File: config.mk
export PLATFORM = sky130hd
export DESIGN_NAME = irq_ctrl
export DESIGN_NICKNAME = d
export VERILOG_FILES = /design/src/rtl/irq_ctrl_pkg.sv /design/src/rtl/irq_ctrl.sv
export SDC_FILE = /design/constraint.sdc
export NUM_CORES = 1
export LEC_CHECK = 0
export BUFFER_PORTS_ARGS = -buffer_cell sky130_fd_sc_hd__buf_2
export CAP_MARGIN = 20
export CORE_ASPECT_RATIO = 0.8
export CORE_MARGIN = 2
export CORE_UTILIZATION = 59
export CTS_CLUSTER_SIZE = 8
export DETAILED_ROUTE_END_ITERATION = 16
export PLACE_DENSITY = 0.85
export SYNTH_ARGS = -nofsm -noshare
export SYNTH_HDL_FRONTEND = slang
export SYNTH_SLANG_ARGS = --single-unit
File: constraint.sdc
create_clock -name ref_clk_i -period 5.6 [get_ports ref_clk_i]
set_input_delay 0.28 -clock ref_clk_i [delete_from_list [all_inputs] [get_ports ref_clk_i]]
set_output_delay 0.28 -clock ref_clk_i [all_outputs]
set_load 0.03 [all_outputs]
File: src/rtl/irq_ctrl_pkg.sv
// Constants for the two-level vectored interrupt controller.
// Assumes a 32-bit classic Wishbone register port and 21 priority slots.
package irq_ctrl_pkg;
  localparam int NSLOT = 21;
  localparam int VW    = 16;
  // Register byte addresses
  localparam logic [7:0] A_TIMER_CONTROL_REG = 8'h00;
  localparam logic [7:0] A_IE   = 8'h04;
  localparam logic [7:0] A_EIEA = 8'h08;
  localparam logic [7:0] A_EIEB = 8'h0c;
  localparam logic [7:0] A_IP   = 8'h10;
  localparam logic [7:0] A_EIPA = 8'h14;
  localparam logic [7:0] A_EIPB = 8'h18;
  localparam logic [7:0] A_PEND = 8'h1c;
  localparam logic [7:0] A_PAGE = 8'h20;
  localparam logic [7:0] A_STAT = 8'h24;
  // Timer control field positions, then the global enable bit of main enable
  localparam int B_EDGE0 = 0;
  localparam int B_PEND0 = 1;
  localparam int B_EDGE1 = 2;
  localparam int B_PEND1 = 3;
  localparam int B_TF0   = 5;
  localparam int B_TF1   = 7;
  localparam int B_GEN   = 7;
  // Slot numbers of sources with special handling
  localparam int S_EXT0 = 0;
  localparam int S_TF0  = 1;
  localparam int S_EXT1 = 2;
  localparam int S_TF1  = 3;
  localparam int S_CAN  = 19;
  // Sources whose flags clear on vectoring
  localparam logic [20:0] HW_CLR = 21'h08000f;
  // Slot 13 holds no source
  localparam logic [20:0] SLOT_USED = 21'h1fdfff;
  // Vector layout
  localparam logic [15:0] VEC_BASE = 16'h0003;
  localparam logic [15:0] VEC_STEP = 16'h0008;
  localparam logic [15:0] VEC_S17  = 16'h0093;
  localparam logic [15:0] VEC_S18  = 16'h008b;
  // Call and reset values
  localparam logic [2:0] CALL_CYC = 3'h4;
  localparam logic [7:0] RST_ZERO = 8'h00;
  typedef enum {ST_IDLE, ST_CALL} call_st_t;
endpackage : irq_ctrl_pkg

File: src/rtl/irq_ctrl.sv
// Two-level vectored interrupt controller with a Wishbone register port.
// Assumes the core pulses instr_done_i at instruction ends and reti_done_i
// when a return-from-interrupt completes; all inputs are synchronous.
// Register writes land at the edge where the bus master sees ack high, so
// the master and the registers agree on one moment for every transfer.
// Summary of operation
// - Each external pin chooses active-low level or falling-edge sensing.
// - External pending flags sit at timer control bits 1 and 3.
// - Edge-mode external flag clears itself when the core vectors.
// - Level-mode external flag follows the pin, never latched.
// - Each source owns a fixed vector; external zero 0x0003, step eight.
// - Edge-mode external, timer zero, timer one and CAN flags clear on vectoring.
// - With auto paging on, vectoring selects the source's register page.
// - Request needs both pending flag and individual enable bit.
// - Each source has a priority bit; all reset to low.
// - High preempts low routine; nothing preempts a high routine.
// - Simultaneous requests: high level served before low.
// - Equal level ties go to the lowest slot number.
// - Requests sampled and resolved every clock.
// - Fastest response: one detect clock plus four call clocks.
// - After a return, one more instruction completes before a new call.
// - Worst case eighteen clocks follows from return plus divide timing.
// - Equal or lower request waits for return and next instruction.
// - Global enable bit 7 of main enable gates every source.
// - Flags set regardless of enable; software set acts like hardware.
// - Flag still set after return raises a new request at once.
//
// The placing of the registers and the Wishbone register port were chosen for this implementation.
`timescale 1ns/1ps
module irq_ctrl (
  // Clock and reset
  input  wire logic        ref_clk_i,
  input  wire logic        srst_i,
  // Wishbone slave
  input  wire logic        wb_cyc_i,
  input  wire logic        wb_stb_i,
  input  wire logic        wb_we_i,
  input  wire logic [7:0]  wb_adr_i,
  input  wire logic [3:0]  wb_sel_i,
  input  wire logic [31:0] wb_dat_i,
  output logic      [31:0] wb_dat_o,
  output logic             wb_ack_o,
  // External pins and peripheral flag set pulses
  input  wire logic        ext_irq_pin_zero_n_i,
  input  wire logic        ext_irq_pin_one_n_i,
  input  wire logic [irq_ctrl_pkg::NSLOT-1:0] periph_set_i,
  // Core sequencer
  input  wire logic        instr_done_i,
  input  wire logic        reti_done_i,
  output logic             call_o,
  output logic             call_done_o,
  output logic [irq_ctrl_pkg::VW-1:0] vector_o,
  output logic [4:0]       call_slot_o,
  output logic [1:0]       special_reg_page_o,
  output logic [1:0]       in_service_o
);
  import irq_ctrl_pkg::*;

  // Vector address of a slot; slots 17 and 18 are swapped in the map
  function automatic logic [15:0] vec_of(input logic [4:0] s);
    if (s == 5'd17) vec_of = VEC_S17;
    else if (s == 5'd18) vec_of = VEC_S18;
    else vec_of = VEC_BASE + VEC_STEP * {11'h000, s};
  endfunction : vec_of

  // Register page a slot selects when auto paging is on
  function automatic logic [1:0] page_of(input logic [4:0] s);
    case (s)
      5'd10, 5'd14, 5'd19, 5'd20: page_of = 2'h1;
      5'd11, 5'd16, 5'd17, 5'd18: page_of = 2'h2;
      5'd12:                      page_of = 2'h3;
      default:                    page_of = 2'h0;
    endcase
  endfunction : page_of

  // Lowest set slot of a request vector
  function automatic logic [4:0] first_of(input logic [NSLOT-1:0] v);
    first_of = 5'h00;
    for (int i = NSLOT - 1; i >= 0; i--) begin
      if (v[i]) first_of = 5'(i);
    end
  endfunction : first_of

  // Timer control, enable and priority register copies
  logic [7:0]       timer_control_reg_q;
  logic [7:0]       ie_q;
  logic [6:0]       eiea_q, eieb_q;
  logic [6:0]       ip_q, eipa_q, eipb_q;
  // Pending flags and pin history
  logic [NSLOT-1:0] flag_q, flag_d;
  logic             pin0_q, pin1_q;
  // Page switching state
  logic             auto_pg_q;
  logic [1:0]       page_q;
  // Resolved request, return hold and in-service markers
  logic             req_q, req_hi_q;
  logic [4:0]       req_slot_q;
  logic             hold_q;
  logic [1:0]       insvc_q;
  // Call sequencer
  logic [2:0]       cnt_q;
  call_st_t         st_q;
  // Strobes and per-slot enable and priority vectors
  logic             wr, vect;
  logic [NSLOT-1:0] en_vec, pri_vec, hi_req, lo_req;

  // Bus write strobe at the edge where the master samples ack high
  assign wr = wb_cyc_i & wb_stb_i & wb_we_i & wb_ack_o & wb_sel_i[0];

  // Vectoring moment: instruction boundary with a resolved request
  assign vect = (st_q == ST_IDLE) & instr_done_i & req_q & ~hold_q;

  // Enable and priority bits spread over slots; slot 13 stays empty
  assign en_vec  = {eieb_q, 1'b0, eiea_q, ie_q[5:0]};
  assign pri_vec = {eipb_q, 1'b0, eipa_q, ip_q[5:0]};

  // Pending and enabled, gated by the global enable
  assign hi_req = (ie_q[B_GEN] ? (flag_q & en_vec & SLOT_USED) : '0) & pri_vec;
  assign lo_req = (ie_q[B_GEN] ? (flag_q & en_vec & SLOT_USED) : '0) & ~pri_vec;

  // Wishbone ack: one cycle per request, every address answers
  // Fixed one-cycle answer, so a master never waits longer than that
  always_ff @(posedge ref_clk_i) begin
    if (srst_i) begin
      wb_ack_o <= 1'b0;
    end else begin
      wb_ack_o <= wb_cyc_i & wb_stb_i & ~wb_ack_o;
    end
  end

  // Read mux; unmapped offsets return zero
  // Data is latched at the taking edge and stands until the next request
  always_ff @(posedge ref_clk_i) begin
    if (srst_i) begin
      wb_dat_o <= '0;
    end else if (wb_cyc_i & wb_stb_i & ~wb_ack_o) begin
      case (wb_adr_i)
        A_TIMER_CONTROL_REG:  wb_dat_o <= {24'h0, flag_q[S_TF1], 1'b0, flag_q[S_TF0], 1'b0,
                              flag_q[S_EXT1], timer_control_reg_q[B_EDGE1],
                              flag_q[S_EXT0], timer_control_reg_q[B_EDGE0]};
        A_IE:    wb_dat_o <= {24'h0, ie_q};
        A_EIEA:  wb_dat_o <= {25'h0, eiea_q};
        A_EIEB:  wb_dat_o <= {25'h0, eieb_q};
        A_IP:    wb_dat_o <= {25'h0, ip_q};
        A_EIPA:  wb_dat_o <= {25'h0, eipa_q};
        A_EIPB:  wb_dat_o <= {25'h0, eipb_q};
        A_PEND:  wb_dat_o <= {11'h0, flag_q};
        A_PAGE:  wb_dat_o <= {27'h0, page_q, 2'h0, auto_pg_q};
        A_STAT:  wb_dat_o <= {16'h0, req_q, req_hi_q, req_slot_q, hold_q,
                              6'h00, insvc_q};
        default: wb_dat_o <= '0;
      endcase
    end
  end

  // Configuration registers; priorities reset low
  // Only byte lane zero carries fields; upper lanes are ignored
  always_ff @(posedge ref_clk_i) begin
    if (srst_i) begin
      timer_control_reg_q <= RST_ZERO;
      ie_q   <= RST_ZERO;
      eiea_q <= '0;
      eieb_q <= '0;
      ip_q   <= '0;
      eipa_q <= '0;
      eipb_q <= '0;
    end else if (wr) begin
      case (wb_adr_i)
        A_TIMER_CONTROL_REG: timer_control_reg_q <= wb_dat_i[7:0];
        A_IE:   ie_q   <= wb_dat_i[7:0];
        A_EIEA: eiea_q <= wb_dat_i[6:0];
        A_EIEB: eieb_q <= wb_dat_i[6:0];
        A_IP:   ip_q   <= wb_dat_i[6:0];
        A_EIPA: eipa_q <= wb_dat_i[6:0];
        A_EIPB: eipb_q <= wb_dat_i[6:0];
        default: ;
      endcase
    end
  end

  // Pin history for falling-edge detection
  // Reset loads the idle level so no false fall follows reset
  always_ff @(posedge ref_clk_i) begin
    if (srst_i) begin
      pin0_q <= 1'b1;
      pin1_q <= 1'b1;
    end else begin
      pin0_q <= ext_irq_pin_zero_n_i;
      pin1_q <= ext_irq_pin_one_n_i;
    end
  end

  // Pending flags: software write, then hardware clear, then set; set wins
  // A set pulse in a clearing cycle survives, so no event is ever lost
  always_comb begin
    flag_d = flag_q;
    if (wr && wb_adr_i == A_PEND) begin
      flag_d = wb_dat_i[NSLOT-1:0] & SLOT_USED;
    end
    if (wr && wb_adr_i == A_TIMER_CONTROL_REG) begin
      flag_d[S_EXT0] = wb_dat_i[B_PEND0];
      flag_d[S_EXT1] = wb_dat_i[B_PEND1];
      flag_d[S_TF0]  = wb_dat_i[B_TF0];
      flag_d[S_TF1]  = wb_dat_i[B_TF1];
    end
    if (vect && HW_CLR[req_slot_q]) begin
      flag_d[req_slot_q] = 1'b0;
    end
    flag_d = flag_d | (periph_set_i & SLOT_USED & ~HW_CLR) |
             (periph_set_i & (21'h1 << S_TF0 | 21'h1 << S_TF1 | 21'h1 << S_CAN));
    // External sources: edge mode latches a fall, level mode mirrors pin
    // In level mode the pin overrides any software write to the flag
    if (timer_control_reg_q[B_EDGE0]) begin
      flag_d[S_EXT0] = flag_d[S_EXT0] | (pin0_q & ~ext_irq_pin_zero_n_i);
    end else begin
      flag_d[S_EXT0] = ~ext_irq_pin_zero_n_i;
    end
    if (timer_control_reg_q[B_EDGE1]) begin
      flag_d[S_EXT1] = flag_d[S_EXT1] | (pin1_q & ~ext_irq_pin_one_n_i);
    end else begin
      flag_d[S_EXT1] = ~ext_irq_pin_one_n_i;
    end
  end

  // Flag storage
  always_ff @(posedge ref_clk_i) begin
    if (srst_i) begin
      flag_q <= '0;
    end else begin
      flag_q <= flag_d;
    end
  end

  // Sample and resolve every clock: high first, lowest slot on ties
  // The request is one cycle old; vectoring drops it at once so a flag
  // cleared by that vectoring cannot start a second call
  always_ff @(posedge ref_clk_i) begin
    if (srst_i) begin
      req_q      <= 1'b0;
      req_hi_q   <= 1'b0;
      req_slot_q <= '0;
    end else if (|hi_req && !insvc_q[1]) begin
      req_q      <= ~vect;
      req_hi_q   <= 1'b1;
      req_slot_q <= first_of(hi_req);
    end else if (|lo_req && insvc_q == 2'b00) begin
      req_q      <= ~vect;
      req_hi_q   <= 1'b0;
      req_slot_q <= first_of(lo_req);
    end else begin
      req_q      <= 1'b0;
      req_hi_q   <= 1'b0;
      req_slot_q <= req_slot_q;
    end
  end

  // After a return one more instruction must finish before any call
  // Without it a flag left set would re-enter before the interrupted
  // program made any progress
  always_ff @(posedge ref_clk_i) begin
    if (srst_i) begin
      hold_q <= 1'b0;
    end else if (reti_done_i) begin
      hold_q <= 1'b1;
    end else if (instr_done_i) begin
      hold_q <= 1'b0;
    end
  end

  // Call sequencer: four clocks of call after the detect clock
  // Vector and slot stand until the next call, so the core may read them
  // at any point of the routine
  always_ff @(posedge ref_clk_i) begin
    if (srst_i) begin
      st_q        <= ST_IDLE;
      cnt_q       <= '0;
      call_o      <= 1'b0;
      call_done_o <= 1'b0;
      vector_o    <= '0;
      call_slot_o <= '0;
    end else begin
      call_done_o <= 1'b0;
      case (st_q)
        ST_IDLE: begin
          if (vect) begin
            st_q        <= ST_CALL;
            cnt_q       <= CALL_CYC - 3'h1;
            call_o      <= 1'b1;
            vector_o    <= vec_of(req_slot_q);
            call_slot_o <= req_slot_q;
          end
        end
        ST_CALL: begin
          if (cnt_q == 3'h0) begin
            st_q        <= ST_IDLE;
            call_o      <= 1'b0;
            call_done_o <= 1'b1;
          end
          cnt_q <= cnt_q - 3'h1;
        end
        default: st_q <= ST_IDLE;
      endcase
    end
  end

  // In-service markers; a return ends the higher active level
  // A return never meets a vectoring: vectoring needs an instruction end
  always_ff @(posedge ref_clk_i) begin
    if (srst_i) begin
      insvc_q <= 2'b00;
    end else if (vect) begin
      insvc_q[req_hi_q] <= 1'b1;
    end else if (reti_done_i) begin
      if (insvc_q[1]) insvc_q[1] <= 1'b0;
      else insvc_q[0] <= 1'b0;
    end
  end

  // Page register; vectoring switches page when auto paging is on
  // A bus write in the vectoring cycle loses to the automatic switch
  always_ff @(posedge ref_clk_i) begin
    if (srst_i) begin
      auto_pg_q <= 1'b0;
      page_q    <= 2'h0;
    end else if (vect && auto_pg_q) begin
      page_q <= page_of(req_slot_q);
    end else if (wr && wb_adr_i == A_PAGE) begin
      auto_pg_q <= wb_dat_i[0];
      page_q    <= wb_dat_i[4:3];
    end
  end

  // Registered copies for the core
  // Limitation: the core sees page and markers one clock late
  always_ff @(posedge ref_clk_i) begin
    if (srst_i) begin
      special_reg_page_o <= 2'h0;
      in_service_o       <= 2'b00;
    end else begin
      special_reg_page_o <= page_q;
      in_service_o       <= insvc_q;
    end
  end
endmodule : irq_ctrl

==> summary.md <==
| Metric | Value |
|---|---|
| Status | `finished, final reports clean` |
| Worst EP required | `5900 ps` |
| Fmax achieved | `310 MHz` |
| Clock transition at path regs | `50 ps` |
| Die ar. | `11600 µm²` |
| Fin crit share | `0.577` |
| Max-cap violation count | `0` |
| First-pass GRT wire length | `32500 µm` |
| Worst path arrival time | `3530 ps` |
| Core Rows | `33` |
| Initial Utilization | `0.614` |
| Clock share of power | `0.511` |
| IO buf count | `95` |
| Maximum clock path buffer count | `2` |
| Post-synth ARST share | `0` |
| Post-synthesis cell count | `816` |
| DRC | `0` |
| Total CTS buffers | `17` |
| R2R Path Start | `ie_q[7]` |
| Tmin final | `3230 ps` |
| CTS root buffer | `clkbuf_16` |
| Sw power | `0.468 mW` |
| Post-layout net count | `959` |
| Avg Cell Area, Syn | `7.79 µm²` |
| Netlist cell types | `62` |
| Post-CTS Setup Bufs | `0` |
| Post-synth EDFFs | `0` |
| First drt pass iteration count | `10` |
| Vias | `6833` |
| Worst-Margin Slew | `1070 ps` |
| PD cells | `285 nW/µm²` |
| Die W | `120 µm` |
| Top FF cell, synth | `dfxtp_1` |
| GR Overflow Total | `0` |
| Final setup fails | `0` |
| Total leakage power | `2.84 nW` |
| Worst Setup End Kind | `register` |
| Routed WL per cell | `20.4 µm` |
| Largest net degree at the start of global routing | `79` |
| Most common cell after layout, fill and taps aside | `dfxtp_1` |
| Vias in the first global route | `6101` |
| Post-CTS Hold Buffers | `0` |
| Final instance area | `7360 µm²` |
| Total Wirelength | `21100 µm` |
| Worst Setup Path Type | `register to register` |
| CP max stage delay | `570 ps` |
| Relative slew slack | `0.285` |
| Area post-placement | `6760 µm²` |
| Slew Viols, Final | `0` |
| Core area | `10400 µm²` |
| Drt initial violations | `1009` |
| Yosys warnings | `0` |
| H-tree Lvls | `4` |
| Crit-path cells | `buf_4 -> and4b_1 -> or4_4 -> nor4_4 -> a211oi_2 -> and4b_1 -> a211oi_2 -> nor2_2 -> mux2_2 -> a22o_1` |
| Initial antenna violation count | `0` |
| Area grow syn2layout | `15.7%` |
| Netlist Area Pre-Place | `6360 µm²` |
| Antenna cells | `0` |
| Resized cells post-CTS | `0` |
| P_int | `1.63 mW` |
| Worst skew pair latency | `410 ps` |
| Most frequent cells in the layout | `dfxtp_1 (126), nor2_1 (115), nand2_1 (100)` |
| GPL Wtd Cong | `1.02` |
| Antenna Violating Nets Remaining | `0` |
| Dpl hpwl | `14800 µm` |
| CTS tree | `done` |
| Worst IR drop on VDD | `0.319 mV` |
| Worst min-delay path class | `primary input to register` |
| Top Ports | `134` |
| Setup TNS | `0 ps` |
| GRT Util Overall | `0.355` |
| Final hold vios | `0` |
| R2r setup slk | `2370 ps` |
| Setup Skew | `4.96 ps` |
| Sequential group share of total power | `0.442` |
| Switching portion of total power | `0.223` |
| Seq cells post-synth | `126` |
| CP Launch Point | `ie_q[7]` |
| CP max-delay cell | `or4_4` |
| R2R cell count | `10` |
| Die Ht | `96.9 µm` |
| Clk sinks | `126` |
| Gate power share | `0.046` |
| Seq/Total Area, Yosys | `0.397` |
| Vias per cell | `6.61` |
| Crit path max fanout | `48` |
| Startpoint Class | `register` |
| Share of cells above drive strength 1 | `0.171` |
| RSZ-0062 raised after global routing | `false` |
| Total power | `2.10 mW` |
## synthesized netlist by cell type (3+ instances only)
cell      instances  area [µm²]
clkbuf_1         44         165
dfxtp_1         126        2520
inv_1            10        37.5
nor4b_1           3        26.3
and3_1            3        18.8
and2_1            3        18.8
a221oi_1          5        43.8
nor2_1          116         435
nand3b_1          3        22.5
buf_4            22         165
a22oi_1          24         180
nand4b_1         11        96.3
o21ai_0          12        60.1
a22o_1            5        43.8
a31oi_1           6        37.5
nand4_1          31         194
a211oi_2          3        37.5
nor2b_1           9        56.3
a21boi_0          3        22.5
a222oi_1         11         110
nand3_1          60         300
a41oi_1           3        26.3
nor3_1           19        95.1
a211oi_1          7        52.6
o22ai_1           6        37.5
a311oi_1          3        26.3
nor4_1            4        25.0
o21a_1            4        30.0
or2_2             4        25.0
mux2i_1           3        30.0
nand2b_1         10        62.6
o211ai_1          7        52.6
a21oi_1          84         420
buf_2             4        20.0
nand2_1         100         375
and4b_1          16         160
## cells by family (layout without fill, tap and decap cells)
| group | count (synthesis) | in the layout | share of synthesized area |
|---|---|---|---|
| DFF | 126 | 126 | 0.397 |
| other | 1 | 20 | 0.000590 |
| AOI/OAI and AO/OA | 196 | 196 | 0.209 |
| muxes | 4 | 4 | 0.00649 |
| buffers and inverters | 83 | 141 | 0.0641 |
| adders and majority gates | 2 | 2 | 0.00393 |
| and+or+nand+nor | 404 | 404 | 0.319 |
## flip-flops by register name, indices dropped and copies added (netlist names), 3 cells and up, named ones only
register,count
flag_q,21
wb_dat_o,21
ie_q,8
eiea_q,7
eieb_q,7
eipa_q,7
eipb_q,7
ip_q,7
vector_o,6
call_slot_o,5
req_slot_q,5
cnt_q,3
## how the worst min path moves through the flow
stage / start / end / depth (start not counted)
global route: ext_irq_pin_zero_n_i / pin0_q / 2
CTS: ext_irq_pin_zero_n_i / pin0_q / 2
finish: ext_irq_pin_zero_n_i / pin0_q / 2
floorplan: ext_irq_pin_zero_n_i / pin0_q / 1
detailed placement: vector_o[5] / vector_o[5] / 2
global placement: call_slot_o[4] / call_slot_o[4] / 2
## power by group through the flow
stage / logic [mW] / clock network [mW] / registers, mW
after global placement: 0.0904 / 0 / 0.944
after global routing: 0.104 / 1.12 / 0.927
after floorplan: 0.0712 / 0 / 0.937
after CTS: 0.0944 / 1.07 / 0.925
after detailed placement: 0.0936 / 0 / 0.944
final: 0.0969 / 1.07 / 0.927
## layout make-up
type / count / area [µm²]
Inverter: 10 / 37.5
Tap cell: 140 / 175
Sequential cell: 126 / 2520
Clock buffer: 22 / 484
Clock inverter: 7 / 87.6
Timing Repair Buffer: 102 / 537
Multi-Input combinational cell: 626 / 3510
Fill cell: 822 / 3010
## metal layers
layer	share of wire	vias up	global-route usage
met5	0	-	0
met4	0.036	0	0.148
met3	0.14	68	0.0855
met2	0.43	530	0.521
met1	0.39	3159	0.497
li1	-	3076	-
## through the flow
stage | hold slack [ps] | worst slack (ps) | util | instances
floorplan | 394 | 2960 | - | 835
global placement | 441 | 2560 | 0.653 | 1002
detailed placement | 450 | 2460 | 0.653 | 1002
CTS | 60.0 | 2420 | 0.708 | 1031
global route | 66.8 | 2190 | 0.710 | 1033
finish | 60.1 | 2370 | 0.710 | 1033
## critical path, delay by kind of cell (launching register included)
kind,cells,cell delay [ps]
and+or+nand+nor,5,1540
AOI/OAI and AO/OA,3,710
DFF,1,300
buffers and inverters,1,260
muxes,1,290
Note: power is estimated with default switching activity, not from simulation.
